<file path="config.mk">
export PLATFORM = sky130hd
export DESIGN_NAME = ucr_control_top
export DESIGN_NICKNAME = d
export VERILOG_FILES = /design/src/core/ucr_reg_store.v /design/src/core/ucr_control_top.v
export VERILOG_INCLUDE_DIRS = /design/src /design/src/include
export SDC_FILE = /design/constraint.sdc
export NUM_CORES = 1
export LEC_CHECK = 0
export ABC_AREA = 1
export BUFFER_PORTS_ARGS = -buffer_cell sky130_fd_sc_hd__buf_4
export CAP_MARGIN = 20
export CELL_PAD_IN_SITES_DETAIL_PLACEMENT = 1
export CELL_PAD_IN_SITES_GLOBAL_PLACEMENT = 1
export CORE_MARGIN = 4
export CORE_UTILIZATION = 48
export CTS_CLUSTER_SIZE = 12
export DETAILED_ROUTE_END_ITERATION = 16
export PLACE_DENSITY_LB_ADDON = 0.05
export SLEW_MARGIN = 25
export SYNTH_ARGS = -nofsm -noshare
export SYNTH_HDL_FRONTEND = slang
export SYNTH_HIERARCHICAL = 1
export SYNTH_SLANG_ARGS = --single-unit
</file>
<file path="constraint.sdc">
create_clock -name clk -period 6.5 [get_ports clk]
set_clock_uncertainty 0.1 [all_clocks]
set_input_delay 0 -clock clk [delete_from_list [all_inputs] [get_ports clk]]
set_output_delay 0 -clock clk [all_outputs]
set_load 0.02 [all_outputs]
</file>
<file path="src/include/ucr_control_regs.vh">
/*
 Register map, field positions, reset values and timing counts for the
 upconverter control register bank. Assumes it is included by bare name
 from the core files and that nothing else defines the UCR_ macros.
*/
// Functional notes
// - Control one bit 9 enables output shift keying; reset value disabled.
// - Control one bit 8 picks automatic keying, only while bit 9 set.
// - Control one bit 7 stops digital core clocks immediately, no update.
// - Control one bit 6 powers down main DAC clocks and bias.
// - Control one bit 5 powers down reference input and PLL immediately.
// - Control one bit 4 powers down auxiliary DAC clocks and bias.
// - Control one bit 3 picks full or fast recovery external power-down.
// - Bit 2 with transmit enable low flushes and stops clocks; not single tone.
// - Bit 1 set makes the serial data pin input only, 3-wire mode.
// - Bit 0 sets serial bit order; host must match it.
// - Control two sits at serial address 0x01, four bytes wide.
// - Control two bit 31 turns data pins into dual serial port, quadrature only.
// - Bit 30 sets dual serial port bit order, valid with bit 31.
// - Bit 29 sets dual serial port early frame sync, valid with bit 31.
// - Bit 24 takes amplitude from active profile, single tone, keying off.
// - Bit 23 selects internal or pin-driven I/O update, immediately.
// - Bit 22 enables sync clock at quarter system clock, else static low.
// - Mode field codes quadrature 00, single tone 01, interpolating 1x.
`ifndef UCR_CONTROL_REGS_VH
`define UCR_CONTROL_REGS_VH

`define UCR_ADDR_CF1 5'h00
`define UCR_ADDR_CF2 5'h01
`define UCR_WORD_BITS 6'h20
`define UCR_INSTR_BITS 6'h08
`define UCR_FRAME_BITS 6'h28
`define UCR_INSTR_READ 7
`define UCR_INSTR_ADDR_HI 4

`define UCR_CF1_RESET 32'h00000000
`define UCR_CF2_RESET 32'h00400000
`define UCR_CF1_WMASK 32'h030003FF
`define UCR_CF2_WMASK 32'hE1C00000
`define UCR_CF1_IMASK 32'h000000A0
`define UCR_CF2_IMASK 32'h00800000

`define UCR_CF1_OSK_EN 9
`define UCR_CF1_OSK_AUTO 8
`define UCR_CF1_DIG_PD 7
`define UCR_CF1_DAC_PD 6
`define UCR_CF1_REF_PD 5
`define UCR_CF1_AUX_PD 4
`define UCR_CF1_EXT_FAST 3
`define UCR_CF1_AUTO_PD 2
`define UCR_CF1_IN_ONLY 1
`define UCR_CF1_LSB_FIRST 0
`define UCR_CF1_MODE_HI 25
`define UCR_CF1_MODE_LO 24

`define UCR_CF2_DUAL_EN 31
`define UCR_CF2_DUAL_LSB 30
`define UCR_CF2_DUAL_EARLY 29
`define UCR_CF2_PROF_ASF 24
`define UCR_CF2_INT_UPD 23
`define UCR_CF2_SYNC_EN 22

`define UCR_MODE_QUAD 2'h0
`define UCR_MODE_TONE 2'h1

`define UCR_SYNC_DIV 2'h1
`define UCR_UPDATE_PERIOD 16'h0040

`endif

</file>
<file path="src/core/ucr_reg_store.v">
/*
 Buffer and active copies of the control words. Writes land in the
 buffer; immediate bits also reach the active copy at once, the rest
 follow on an update pulse. Read data come out of a register one cycle
 after the index. Assumes single-cycle write and update pulses on clk.
*/
`timescale 1ns/100ps
module ucr_reg_store #(
	parameter WIDTH = 32,
	parameter WORDS = 2,
	parameter IW = 1,
	parameter [WORDS*WIDTH-1:0] WMASK = {WORDS*WIDTH{1'b1}},
	parameter [WORDS*WIDTH-1:0] IMASK = {WORDS*WIDTH{1'b0}},
	parameter [WORDS*WIDTH-1:0] RESETV = {WORDS*WIDTH{1'b0}}
) (
	input wire clk,
	input wire rst,
	input wire wr_en,
	input wire [IW-1:0] wr_index,
	input wire [WIDTH-1:0] wr_data,
	input wire update,
	input wire [IW-1:0] rd_index,
	output reg [WIDTH-1:0] rd_data,
	output wire [WORDS*WIDTH-1:0] active_flat
);

wire [WORDS*WIDTH-1:0] buf_flat;

genvar g;
generate
	for (g = 0; g < WORDS; g = g + 1) begin : word
		localparam [WIDTH-1:0] WM = WMASK[g*WIDTH +: WIDTH];
		localparam [WIDTH-1:0] IM = IMASK[g*WIDTH +: WIDTH];
		localparam [WIDTH-1:0] RV = RESETV[g*WIDTH +: WIDTH];
		reg [WIDTH-1:0] buffer;
		reg [WIDTH-1:0] active;
		wire hit;
		assign hit = wr_en && (wr_index == g);
		always @(posedge clk or posedge rst) begin
			if (rst) begin
				buffer <= RV;
				active <= RV;
			end else begin
				if (hit)
					buffer <= wr_data & WM;
				if (hit)
					active <= (active & ~IM) | (wr_data & WM & IM);
				if (update)
					active <= (buffer & ~IM) | (active & IM);
				if (update && hit)
					active <= (buffer & ~IM) | (wr_data & WM & IM);
			end
		end
		assign buf_flat[g*WIDTH +: WIDTH] = buffer;
		assign active_flat[g*WIDTH +: WIDTH] = active;
	end
endgenerate

always @(posedge clk or posedge rst) begin
	if (rst)
		rd_data <= {WIDTH{1'b0}};
	else if (rd_index < WORDS)
		rd_data <= buf_flat[rd_index*WIDTH +: WIDTH];
	else
		rd_data <= {WIDTH{1'b0}};
end

endmodule // ucr_reg_store

</file>
<file path="src/core/ucr_control_top.v">
/*
 Serial programming port and control bit bank of the upconverter: two
 32-bit control words, their I/O update transfer and the control levels
 that they drive. Assumes the host drives the serial clock well below a
 quarter of clk, so that every pin edge is seen after synchronising.
*/
`timescale 1ns/100ps
`include "ucr_control_regs.vh"
module ucr_control_top #(
	parameter [15:0] UPDATE_PERIOD = `UCR_UPDATE_PERIOD
) (
	input wire clk,
	input wire rst,
	input wire sclk,
	input wire cs_n,
	input wire sdio_in,
	output reg sdio_out,
	output wire sdio_oe,
	output reg sdo,
	input wire io_update_in,
	output reg io_update_out,
	output wire io_update_oe,
	input wire transmit_enable_pin,
	input wire external_powerdown_pin,
	output reg output_shift_keying_en,
	output reg output_shift_keying_auto,
	output reg core_clock_stop,
	output reg dac_powerdown,
	output reg reference_clock_input_powerdown,
	output reg aux_dac_powerdown,
	output reg full_powerdown,
	output reg fast_recovery_powerdown,
	output reg baseband_flush,
	output reg [1:0] operating_mode,
	output reg dual_serial_data_port_en,
	output reg gpio_port_en,
	output reg dual_serial_lsb_first,
	output reg dual_serial_early_sync,
	output reg profile_amplitude_en,
	output reg sync_clk
);

localparam ST_IDLE = 3'h0;
localparam ST_INSTR = 3'h1;
localparam ST_WDATA = 3'h2;
localparam ST_RWAIT = 3'h3;
localparam ST_RLOAD = 3'h4;
localparam ST_RDATA = 3'h5;
localparam ST_DONE = 3'h6;

////////////////////////////////////////////////////////////////////////////
// Pin synchronisers: 0 sclk, 1 cs_n, 2 sdio, 3 update, 4 tx enable, 5 pd

reg [5:0] sync1;
reg [5:0] sync2;
reg sclk_prev;
reg upd_prev;
wire [5:0] pins;

assign pins = {external_powerdown_pin, transmit_enable_pin, io_update_in,
	sdio_in, cs_n, sclk};

always @(posedge clk or posedge rst) begin
	if (rst) begin
		sync1 <= 6'h02;
		sync2 <= 6'h02;
		sclk_prev <= 1'b0;
		upd_prev <= 1'b0;
	end else begin
		sync1 <= pins;
		sync2 <= sync1;
		sclk_prev <= sync2[0];
		upd_prev <= sync2[3];
	end
end

wire sclk_rise;
wire sclk_fall;
wire cs_active;
wire sdi_bit;

assign sclk_rise = sync2[0] & ~sclk_prev;
assign sclk_fall = ~sync2[0] & sclk_prev;
assign cs_active = ~sync2[1];
assign sdi_bit = sync2[2];

////////////////////////////////////////////////////////////////////////////
// Register store

wire [63:0] active_flat;
wire [31:0] cf1;
wire [31:0] cf2;
wire [31:0] rd_data;
wire update;
reg wr_en;
reg [31:0] wr_data;
reg [7:0] instr;

assign cf1 = active_flat[31:0];
assign cf2 = active_flat[63:32];

wire [4:0] instr_addr;
wire addr_ok;

assign instr_addr = instr[`UCR_INSTR_ADDR_HI:0];
assign addr_ok = (instr_addr == `UCR_ADDR_CF1) ||
	(instr_addr == `UCR_ADDR_CF2);

ucr_reg_store #(
	.WIDTH(32),
	.WORDS(2),
	.IW(1),
	.WMASK({`UCR_CF2_WMASK, `UCR_CF1_WMASK}),
	.IMASK({`UCR_CF2_IMASK, `UCR_CF1_IMASK}),
	.RESETV({`UCR_CF2_RESET, `UCR_CF1_RESET})
) u_store (
	.clk(clk),
	.rst(rst),
	.wr_en(wr_en),
	.wr_index(instr_addr[0]),
	.wr_data(wr_data),
	.update(update),
	.rd_index(instr_addr[0]),
	.rd_data(rd_data),
	.active_flat(active_flat)
);

////////////////////////////////////////////////////////////////////////////
// Serial frame: instruction byte, then one 32-bit word

reg [2:0] state;
reg [5:0] bit_cnt;
reg [31:0] in_sh;
reg [31:0] out_sh;
reg rd_drive;
wire lsb_first;
wire three_wire;
wire [31:0] in_next;

assign lsb_first = cf1[`UCR_CF1_LSB_FIRST];
assign three_wire = cf1[`UCR_CF1_IN_ONLY];
assign in_next = lsb_first ? {sdi_bit, in_sh[31:1]} : {in_sh[30:0], sdi_bit};
assign sdio_oe = rd_drive & ~three_wire;

always @(posedge clk or posedge rst) begin
	if (rst) begin
		state <= ST_IDLE;
		bit_cnt <= 6'h00;
		in_sh <= 32'h00000000;
		out_sh <= 32'h00000000;
		instr <= 8'h00;
		wr_en <= 1'b0;
		wr_data <= 32'h00000000;
		rd_drive <= 1'b0;
		sdio_out <= 1'b0;
		sdo <= 1'b0;
	end else begin
		wr_en <= 1'b0;
		if (!cs_active) begin
			state <= ST_IDLE;
			bit_cnt <= 6'h00;
			rd_drive <= 1'b0;
			sdio_out <= 1'b0;
			sdo <= 1'b0;
		end else begin
			case (state)
			ST_IDLE: begin
				bit_cnt <= 6'h00;
				state <= ST_INSTR;
			end
			ST_INSTR: begin
				if (sclk_rise) begin
					in_sh <= in_next;
					bit_cnt <= bit_cnt + 6'h01;
					if (bit_cnt == `UCR_INSTR_BITS - 6'h01) begin
						instr <= lsb_first ? in_next[31:24] : in_next[7:0];
						if ((lsb_first ? in_next[31] : in_next[7]) ==
							1'b1)
							state <= ST_RWAIT;
						else
							state <= ST_WDATA;
					end
				end
			end
			ST_WDATA: begin
				if (sclk_rise) begin
					in_sh <= in_next;
					bit_cnt <= bit_cnt + 6'h01;
					if (bit_cnt == `UCR_FRAME_BITS - 6'h01) begin
						wr_data <= in_next;
						wr_en <= addr_ok;
						state <= ST_DONE;
					end
				end
			end
			ST_RWAIT: begin
				// Store read data lag the captured index by one cycle
				state <= ST_RLOAD;
			end
			ST_RLOAD: begin
				out_sh <= addr_ok ? rd_data : 32'h00000000;
				sdio_out <= addr_ok & (lsb_first ? rd_data[0] :
					rd_data[31]);
				sdo <= three_wire & addr_ok & (lsb_first ? rd_data[0] :
					rd_data[31]);
				rd_drive <= 1'b1;
				bit_cnt <= 6'h01;
				state <= ST_RDATA;
			end
			ST_RDATA: begin
				if (sclk_fall && bit_cnt != `UCR_WORD_BITS) begin
					bit_cnt <= bit_cnt + 6'h01;
					out_sh <= lsb_first ? {1'b0, out_sh[31:1]} :
						{out_sh[30:0], 1'b0};
					sdio_out <= lsb_first ? out_sh[1] : out_sh[30];
					sdo <= three_wire & (lsb_first ? out_sh[1] :
						out_sh[30]);
				end
			end
			ST_DONE: begin
				// Extra clocks after the word are ignored until cs_n rises
				state <= ST_DONE;
			end
			default: begin
				state <= ST_IDLE;
			end
			endcase
		end
	end
end

////////////////////////////////////////////////////////////////////////////
// I/O update source

reg [15:0] upd_cnt;
reg int_update;
wire int_sel;

assign int_sel = cf2[`UCR_CF2_INT_UPD];
assign io_update_oe = int_sel;
assign update = int_sel ? int_update : (sync2[3] & ~upd_prev);

always @(posedge clk or posedge rst) begin
	if (rst) begin
		upd_cnt <= 16'h0000;
		int_update <= 1'b0;
		io_update_out <= 1'b0;
	end else begin
		int_update <= 1'b0;
		if (!int_sel) begin
			upd_cnt <= 16'h0000;
		end else if (upd_cnt == UPDATE_PERIOD - 16'h0001) begin
			upd_cnt <= 16'h0000;
			int_update <= 1'b1;
		end else begin
			upd_cnt <= upd_cnt + 16'h0001;
		end
		io_update_out <= int_sel & int_update;
	end
end

////////////////////////////////////////////////////////////////////////////
// Auto power-down and sync clock

reg apd_prev;
reg [1:0] sync_div;
wire [1:0] mode;
wire apd_cond;

assign mode = cf1[`UCR_CF1_MODE_HI:`UCR_CF1_MODE_LO];
// Only the tone code disables it; interpolating DAC mode keeps it
assign apd_cond = cf1[`UCR_CF1_AUTO_PD] && (mode != `UCR_MODE_TONE) &&
	!sync2[4];

always @(posedge clk or posedge rst) begin
	if (rst) begin
		apd_prev <= 1'b0;
		sync_div <= 2'h0;
		sync_clk <= 1'b0;
	end else begin
		apd_prev <= apd_cond;
		sync_div <= (sync_div == `UCR_SYNC_DIV) ? 2'h0 :
			sync_div + 2'h1;
		// Divider runs free so re-enabling keeps its phase
		if (cf2[`UCR_CF2_SYNC_EN])
			sync_clk <= (sync_div == `UCR_SYNC_DIV) ? ~sync_clk :
				sync_clk;
		else
			sync_clk <= 1'b0;
	end
end

////////////////////////////////////////////////////////////////////////////
// Registered control levels

always @(posedge clk or posedge rst) begin
	if (rst) begin
		output_shift_keying_en <= 1'b0;
		output_shift_keying_auto <= 1'b0;
		core_clock_stop <= 1'b0;
		dac_powerdown <= 1'b0;
		reference_clock_input_powerdown <= 1'b0;
		aux_dac_powerdown <= 1'b0;
		full_powerdown <= 1'b0;
		fast_recovery_powerdown <= 1'b0;
		baseband_flush <= 1'b0;
		operating_mode <= `UCR_MODE_QUAD;
		dual_serial_data_port_en <= 1'b0;
		gpio_port_en <= 1'b0;
		dual_serial_lsb_first <= 1'b0;
		dual_serial_early_sync <= 1'b0;
		profile_amplitude_en <= 1'b0;
	end else begin
		output_shift_keying_en <= cf1[`UCR_CF1_OSK_EN];
		output_shift_keying_auto <= cf1[`UCR_CF1_OSK_EN] &
			cf1[`UCR_CF1_OSK_AUTO];
		// Flush goes first; clocks stop one cycle later
		core_clock_stop <= cf1[`UCR_CF1_DIG_PD] |
			(apd_cond & apd_prev);
		baseband_flush <= apd_cond & ~apd_prev;
		dac_powerdown <= cf1[`UCR_CF1_DAC_PD];
		reference_clock_input_powerdown <= cf1[`UCR_CF1_REF_PD];
		aux_dac_powerdown <= cf1[`UCR_CF1_AUX_PD];
		full_powerdown <= sync2[5] & ~cf1[`UCR_CF1_EXT_FAST];
		fast_recovery_powerdown <= sync2[5] & cf1[`UCR_CF1_EXT_FAST];
		operating_mode <= mode;
		dual_serial_data_port_en <= cf2[`UCR_CF2_DUAL_EN] &
			(mode == `UCR_MODE_QUAD);
		gpio_port_en <= cf2[`UCR_CF2_DUAL_EN] &
			(mode == `UCR_MODE_QUAD);
		dual_serial_lsb_first <= cf2[`UCR_CF2_DUAL_EN] &
			(mode == `UCR_MODE_QUAD) & cf2[`UCR_CF2_DUAL_LSB];
		dual_serial_early_sync <= cf2[`UCR_CF2_DUAL_EN] &
			(mode == `UCR_MODE_QUAD) & cf2[`UCR_CF2_DUAL_EARLY];
		profile_amplitude_en <= cf2[`UCR_CF2_PROF_ASF] &
			(mode == `UCR_MODE_TONE) & ~cf1[`UCR_CF1_OSK_EN];
	end
end

endmodule // ucr_control_top

</file>
==> flow_summary.json, run 1 <==
{
  "num_io_pins": 30,
  "clock-sinks": 203,
  "min_period_ns": 2.47,
  "cp_data_required_time_ns": 6.83,
  "crit_fanout": 66,
  "antenna_found_initial": 0,
  "outcome": "finished clean",
  "cap_violations": 0,
  "setup_violations": 0,
  "hp-class": "in -> reg",
  "fin_nets": 1154,
  "grt_pass1_vias": 7493,
  "grt_pass1_wl_mm": 36.8,
  "n_antenna_cell": 0,
  "ff2ff_setup_slack_ns": 4.03,
  "port_buffers": 29,
  "initial_utilization": 0.490,
  "clockBufferDepth": 3,
  "p_per_area_nw_per_um2": 327,
  "area_delta_synth_final_pct": 11.1,
  "yosys_warnings": 6,
  "drtIter0Drc": 373,
  "worstSkewPairLatency_ns": 0.52,
  "hold_viol_final": 0,
  "ff_latch_area_sq_um": 5090,
  "h-tree-depth": 1,
  "r2r_end": "sdio_out",
  "final_core_util": 0.545,
  "arrival_ns": 2.80,
  "crit_path_end_kind": "flop",
  "via_per_inst": 4.97,
  "clk_pin_slew_ns": 0.06,
  "place.gp.congestion": 0.811,
  "route.detailed.drc": 0,
  "cts_tree": "built",
  "timing.critical_path.from": "u_store/word[0].active[0]",
  "peakVddDrop_mv": 0.159,
  "numCtsBuffers": 23,
  "num-fill-cells": 2282,
  "cellLeakagePower_uw": 0.00504,
  "max-slew-margin-rel": 0.356,
  "synth_cells": 1128,
  "final_area_sq_um": 10300,
  "hpwl_mm": 13.6,
  "postPlaceCellArea_sq_um": 9460,
  "die_w_um": 147,
  "dr.pass1.iters": 4,
  "core_area_sq_um": 18800,
  "fin_crit_sh": 0.380,
  "regToRegStartpoint": "u_store/word[0].active[0]",
  "grt_usage": 0.203,
  "grt_start_max_net_pins": 85,
  "die_area_sq_um": 21500,
  "drtAntennaViolNets": 0,
  "finalSetupTns_ns": 0,
  "finalWirelength_mm": 21.0,
  "criticalPathCategory": "reg -> reg",
  "clock.fmax_mhz": 405,
  "grt_overflow": 0,
  "endpoint": "sdio_out",
  "synth.cell_area_sq_um": 9230,
  "avgSynthCellArea_sq_um": 8.18,
  "die_height_um": 147,
  "wl_per_cell_um": 14.8,
  "multiInputGateArea_sq_um": 3250,
  "rsz0062_at_grt": "false",
  "worstRegToRegCells": 7,
  "drive_above_1_share": 0.0803,
  "vias": 7052,
  "instances_no_fill": 1418,
  "worst_pin_slew_ns": 0.965,
  "worstSetupStartpointType": "flop",
  "dpl.cell_count": 1371,
  "slew_viol_final": 0,
  "root_buffer": "clkbuf_16",
  "num_rows": 50
}
## worst min-delay path by stage
stage | from | endpoint | slack, ns | cells past startpoint
CTS | sdio_in | sync1[2] | 0.03 | 2
global placement | cs_n | sync1[1] | 0.009 | 1
floorplan | cs_n | sync1[1] | -0.1 | 0
global route | sdio_in | sync1[2] | 0.02 | 2
finish | external_powerdown_pin | sync1[5] | 0.04 | 2
detailed placement | io_update_in | sync1[3] | 0.01 | 1
## where the power goes
group	total (uW)	switching, uW	internal [uW]
registers	1540	125	1420
logic	568	383	185
clock network	1250	514	734
## per-stage QoR
stage               hold slack, ns  total power [uW]  setup WS, ns
floorplan                  -0.0955              1980          2.37
detailed placement          0.0119              2130          4.03
CTS                         0.0265              3400          4.00
global placement           0.00933              2110          4.13
global route                0.0248              3580          3.78
finish                      0.0402              3360          4.03
## area by class of cell
type / instances / share of cell area
clock buffers: 36 / 0.0677
clock inverters: 4 / 0.00341
inverters: 142 / 0.0524
multi-input cells: 731 / 0.316
flip-flops and latches: 203 / 0.496
well taps: 260 / 0.0317
repair buffers: 42 / 0.0324
## cells in the final DEF (no fill, tap or decap), types with 8 or more instances in the layout
cell and count:
nand2_1 342, clkbuf_16 23, inv_1 135, nor2_1 100, o21ai_1 45, xor2_1 8
nand3_1 40, o21ai_0 101, dfrtp_1 198, conb_1 15, a21oi_1 40, buf_4 35
nand4_1 9
## metal layers
| metal | track usage | up-vias | wire length (um) |
|---|---|---|---|
| met1 | 0.277 | 3461 | 9820 |
| met2 | 0.344 | 60 | 10400 |
| li1 | - | 3503 | - |
| met3 | 0.0267 | 28 | 451 |
| met4 | 0.0522 | 0 | 414 |
| met5 | 0 | - | 0 |
## sequential cells by signal (all words and copies together) (netlist names), 2 cells and up
signal / count
in_sh: 32
out_sh: 32
u_store/word.active: 18
u_store/word.buffer: 18
u_store/rd_data: 17
wr_data: 17
upd_cnt: 16
bit_cnt: 6
sync1: 6
sync2: 6
instr: 5
state: 3
operating_mode: 2
sync_div: 2
## worst max-delay path, cell delays in order (launching register included)
cell,delay (ns)
dfrtp_4,0.81
buf_4,0.55
inv_1,0.28
nand2_1,0.11
nand2_1,0.07
o21ai_0,0.21
nand2_1,0.08
o21ai_0,0.15
## timing repair
item / CTS / global route
hold buffers: 7 / 0
setup endpoints to repair: 0 / 0
setup buffers: 0 / 0
resized for setup: 0 / 0
hold endpoints to repair: 139 / 0
No activity file was read; power rests on OpenSTA's default activity.
==> run 2, diff against run 1 <==
--- a/config.mk
+++ b/config.mk
@@ -6,13 +6,13 @@
 export SDC_FILE = /design/constraint.sdc
 export NUM_CORES = 1
 export LEC_CHECK = 0
-export ABC_AREA = 1
+export ABC_AREA = 0
 export BUFFER_PORTS_ARGS = -buffer_cell sky130_fd_sc_hd__buf_4
 export CAP_MARGIN = 20
 export CELL_PAD_IN_SITES_DETAIL_PLACEMENT = 1
 export CELL_PAD_IN_SITES_GLOBAL_PLACEMENT = 1
 export CORE_MARGIN = 4
-export CORE_UTILIZATION = 48
+export CORE_UTILIZATION = 50
 export CTS_CLUSTER_SIZE = 12
 export DETAILED_ROUTE_END_ITERATION = 16
 export PLACE_DENSITY_LB_ADDON = 0.05
==> constraint.sdc (replaced) <==
create_clock -name clk -period 2.5 [get_ports clk]
set_clock_uncertainty 0.1 [all_clocks]
set_input_delay 0 -clock clk [delete_from_list [all_inputs] [get_ports clk]]
set_output_delay 0 -clock clk [all_outputs]
set_load 0.02 [all_outputs]
==> flow_summary.json, run 2 <==
{
  "outcome": "finished clean",
  "worstSetupStartpointType": "flop",
  "num_io_pins": 30,
  "drive_above_1_share": 0.156,
  "hpwl_mm": 12.7,
  "antenna_found_initial": 0,
  "numCtsBuffers": 22,
  "p_per_area_nw_per_um2": 669,
  "clockBufferDepth": 3,
  "slew_viol_final": 0,
  "num_rows": 47,
  "multiInputGateArea_sq_um": 3300,
  "synth_cells": 790,
  "fin_crit_sh": 0.873,
  "reg_top3": "in_sh (32), out_sh (32)",
  "hp-class": "in -> reg",
  "max-slew-margin-rel": 0.497,
  "crit_fanout": 27,
  "drtAntennaViolNets": 0,
  "ff2ff_setup_slack_ns": 0.32,
  "finalWirelength_mm": 19.4,
  "n_antenna_cell": 0,
  "cts_tree": "built",
  "place.gp.congestion": 0.811,
  "final_core_util": 0.586,
  "dr.pass1.iters": 4,
  "cts_hold_buf": 8,
  "synth.cell_area_sq_um": 8710,
  "initial_utilization": 0.518,
  "grt_overflow": 0,
  "grt_pass1_wl_mm": 33.2,
  "root_buffer": "clkbuf_16",
  "drtIter0Drc": 188,
  "setup_violations": 0,
  "worstSkewPairLatency_ns": 0.51,
  "num-fill-cells": 1792,
  "via_per_inst": 5.46,
  "final_cell_mix": "dfrtp_1 (198), nor2_1 (95), a21oi_1 (73)",
  "wl_per_cell_um": 18.5,
  "fin_nets": 829,
  "crit_path_end_kind": "flop",
  "port_buffers": 29,
  "die_height_um": 140,
  "criticalPathCategory": "reg -> reg",
  "finalSetupTns_ns": 0,
  "area_delta_synth_final_pct": 13.2,
  "h-tree-depth": 1,
  "route.detailed.drc": 0,
  "arrival_ns": 2.46,
  "grt_start_max_net_pins": 65,
  "clock-sinks": 203,
  "clock.fmax_mhz": 458,
  "min_period_ns": 2.18,
  "vias": 5735,
  "cellLeakagePower_uw": 0.00441,
  "cts_resized": 0,
  "yosys_warnings": 6,
  "grt_usage": 0.204,
  "final_common_cell": "dfrtp_1",
  "grt_pass1_vias": 6415,
  "clk_pin_slew_ns": 0.06,
  "peakVddDrop_mv": 0.565,
  "cap_violations": 0,
  "die_w_um": 140,
  "avgSynthCellArea_sq_um": 11.0,
  "hold_viol_final": 0,
  "die_area_sq_um": 19600,
  "rsz0062_at_grt": "false",
  "ff_latch_area_sq_um": 5090,
  "postCtsSetupRepairBufs": 0,
  "cp_data_required_time_ns": 2.78,
  "worst_pin_slew_ns": 0.753,
  "core_area_sq_um": 16800
}
[run 2: where the power goes]
group,switching (uW),leakage [uW],internal [uW]
clock,1280,0.000329,1740
sequential,29.5,0.00270,3320
combinational,151,0.00137,74.4
total,1460,0.00441,5130
[run 2: area by class of cell]
class                           instances  area share
Timing Repair Buffer                   53      0.0487
Tap cell                              220      0.0279
Clock inverter                          5     0.00368
Sequential cell                       203       0.516
Inverter                               11     0.00457
Clock buffer                           32      0.0637
Multi-Input combinational cell        527       0.335
[run 2: metal layers]
metal / up-vias / share of wire / track usage
li1: 2716 / - / -
met1: 2919 / 0.44 / 0.266
met2: 70 / 0.52 / 0.362
met3: 30 / 0.026 / 0.0300
met4: 0 / 0.022 / 0.0484
met5: - / 0 / 0
[run 2: worst paths after layout]
| kind | endpoint | start | depth (start not counted) |
|---|---|---|---|
| max in group asynchronous | u_store/rd_data[5] | rst | 5 |
| max | in_sh[29] | state[0] | 5 |
| max reg2reg | in_sh[29] | state[0] | 5 |
| min in group asynchronous | instr[0] | rst | 3 |
| min | sync1[5] | external_powerdown_pin | 2 |
| min reg2reg | sync2[0] | sync1[0] | 0 |
[run 2: worst max-delay path, cell delays in order, from the launching register on]
cell and delay, ns:
dfrtp_1 0.55, nor2b_1 0.46, o2111ai_4 0.37, buf_4 0.35, nand2_1 0.11, o21ai_0 0.11
[run 2: metrics by stage]
stage / hold WS [ns] / power [uW] / setup WS, ns / cells / instance area (sq um)
after floorplan: -0.0955 / 3560 / 0.513 / 804 / 8760
after global placement: -0.0429 / 3620 / 0.419 / 1006 / 9110
after detailed placement: -0.0293 / 3630 / 0.321 / 1006 / 9110
after CTS: 0.0168 / 6680 / 0.285 / 1051 / 9860
after global routing: 0.0412 / 6860 / 0.121 / 1051 / 9860
final: 0.0469 / 6600 / 0.318 / 1051 / 9860
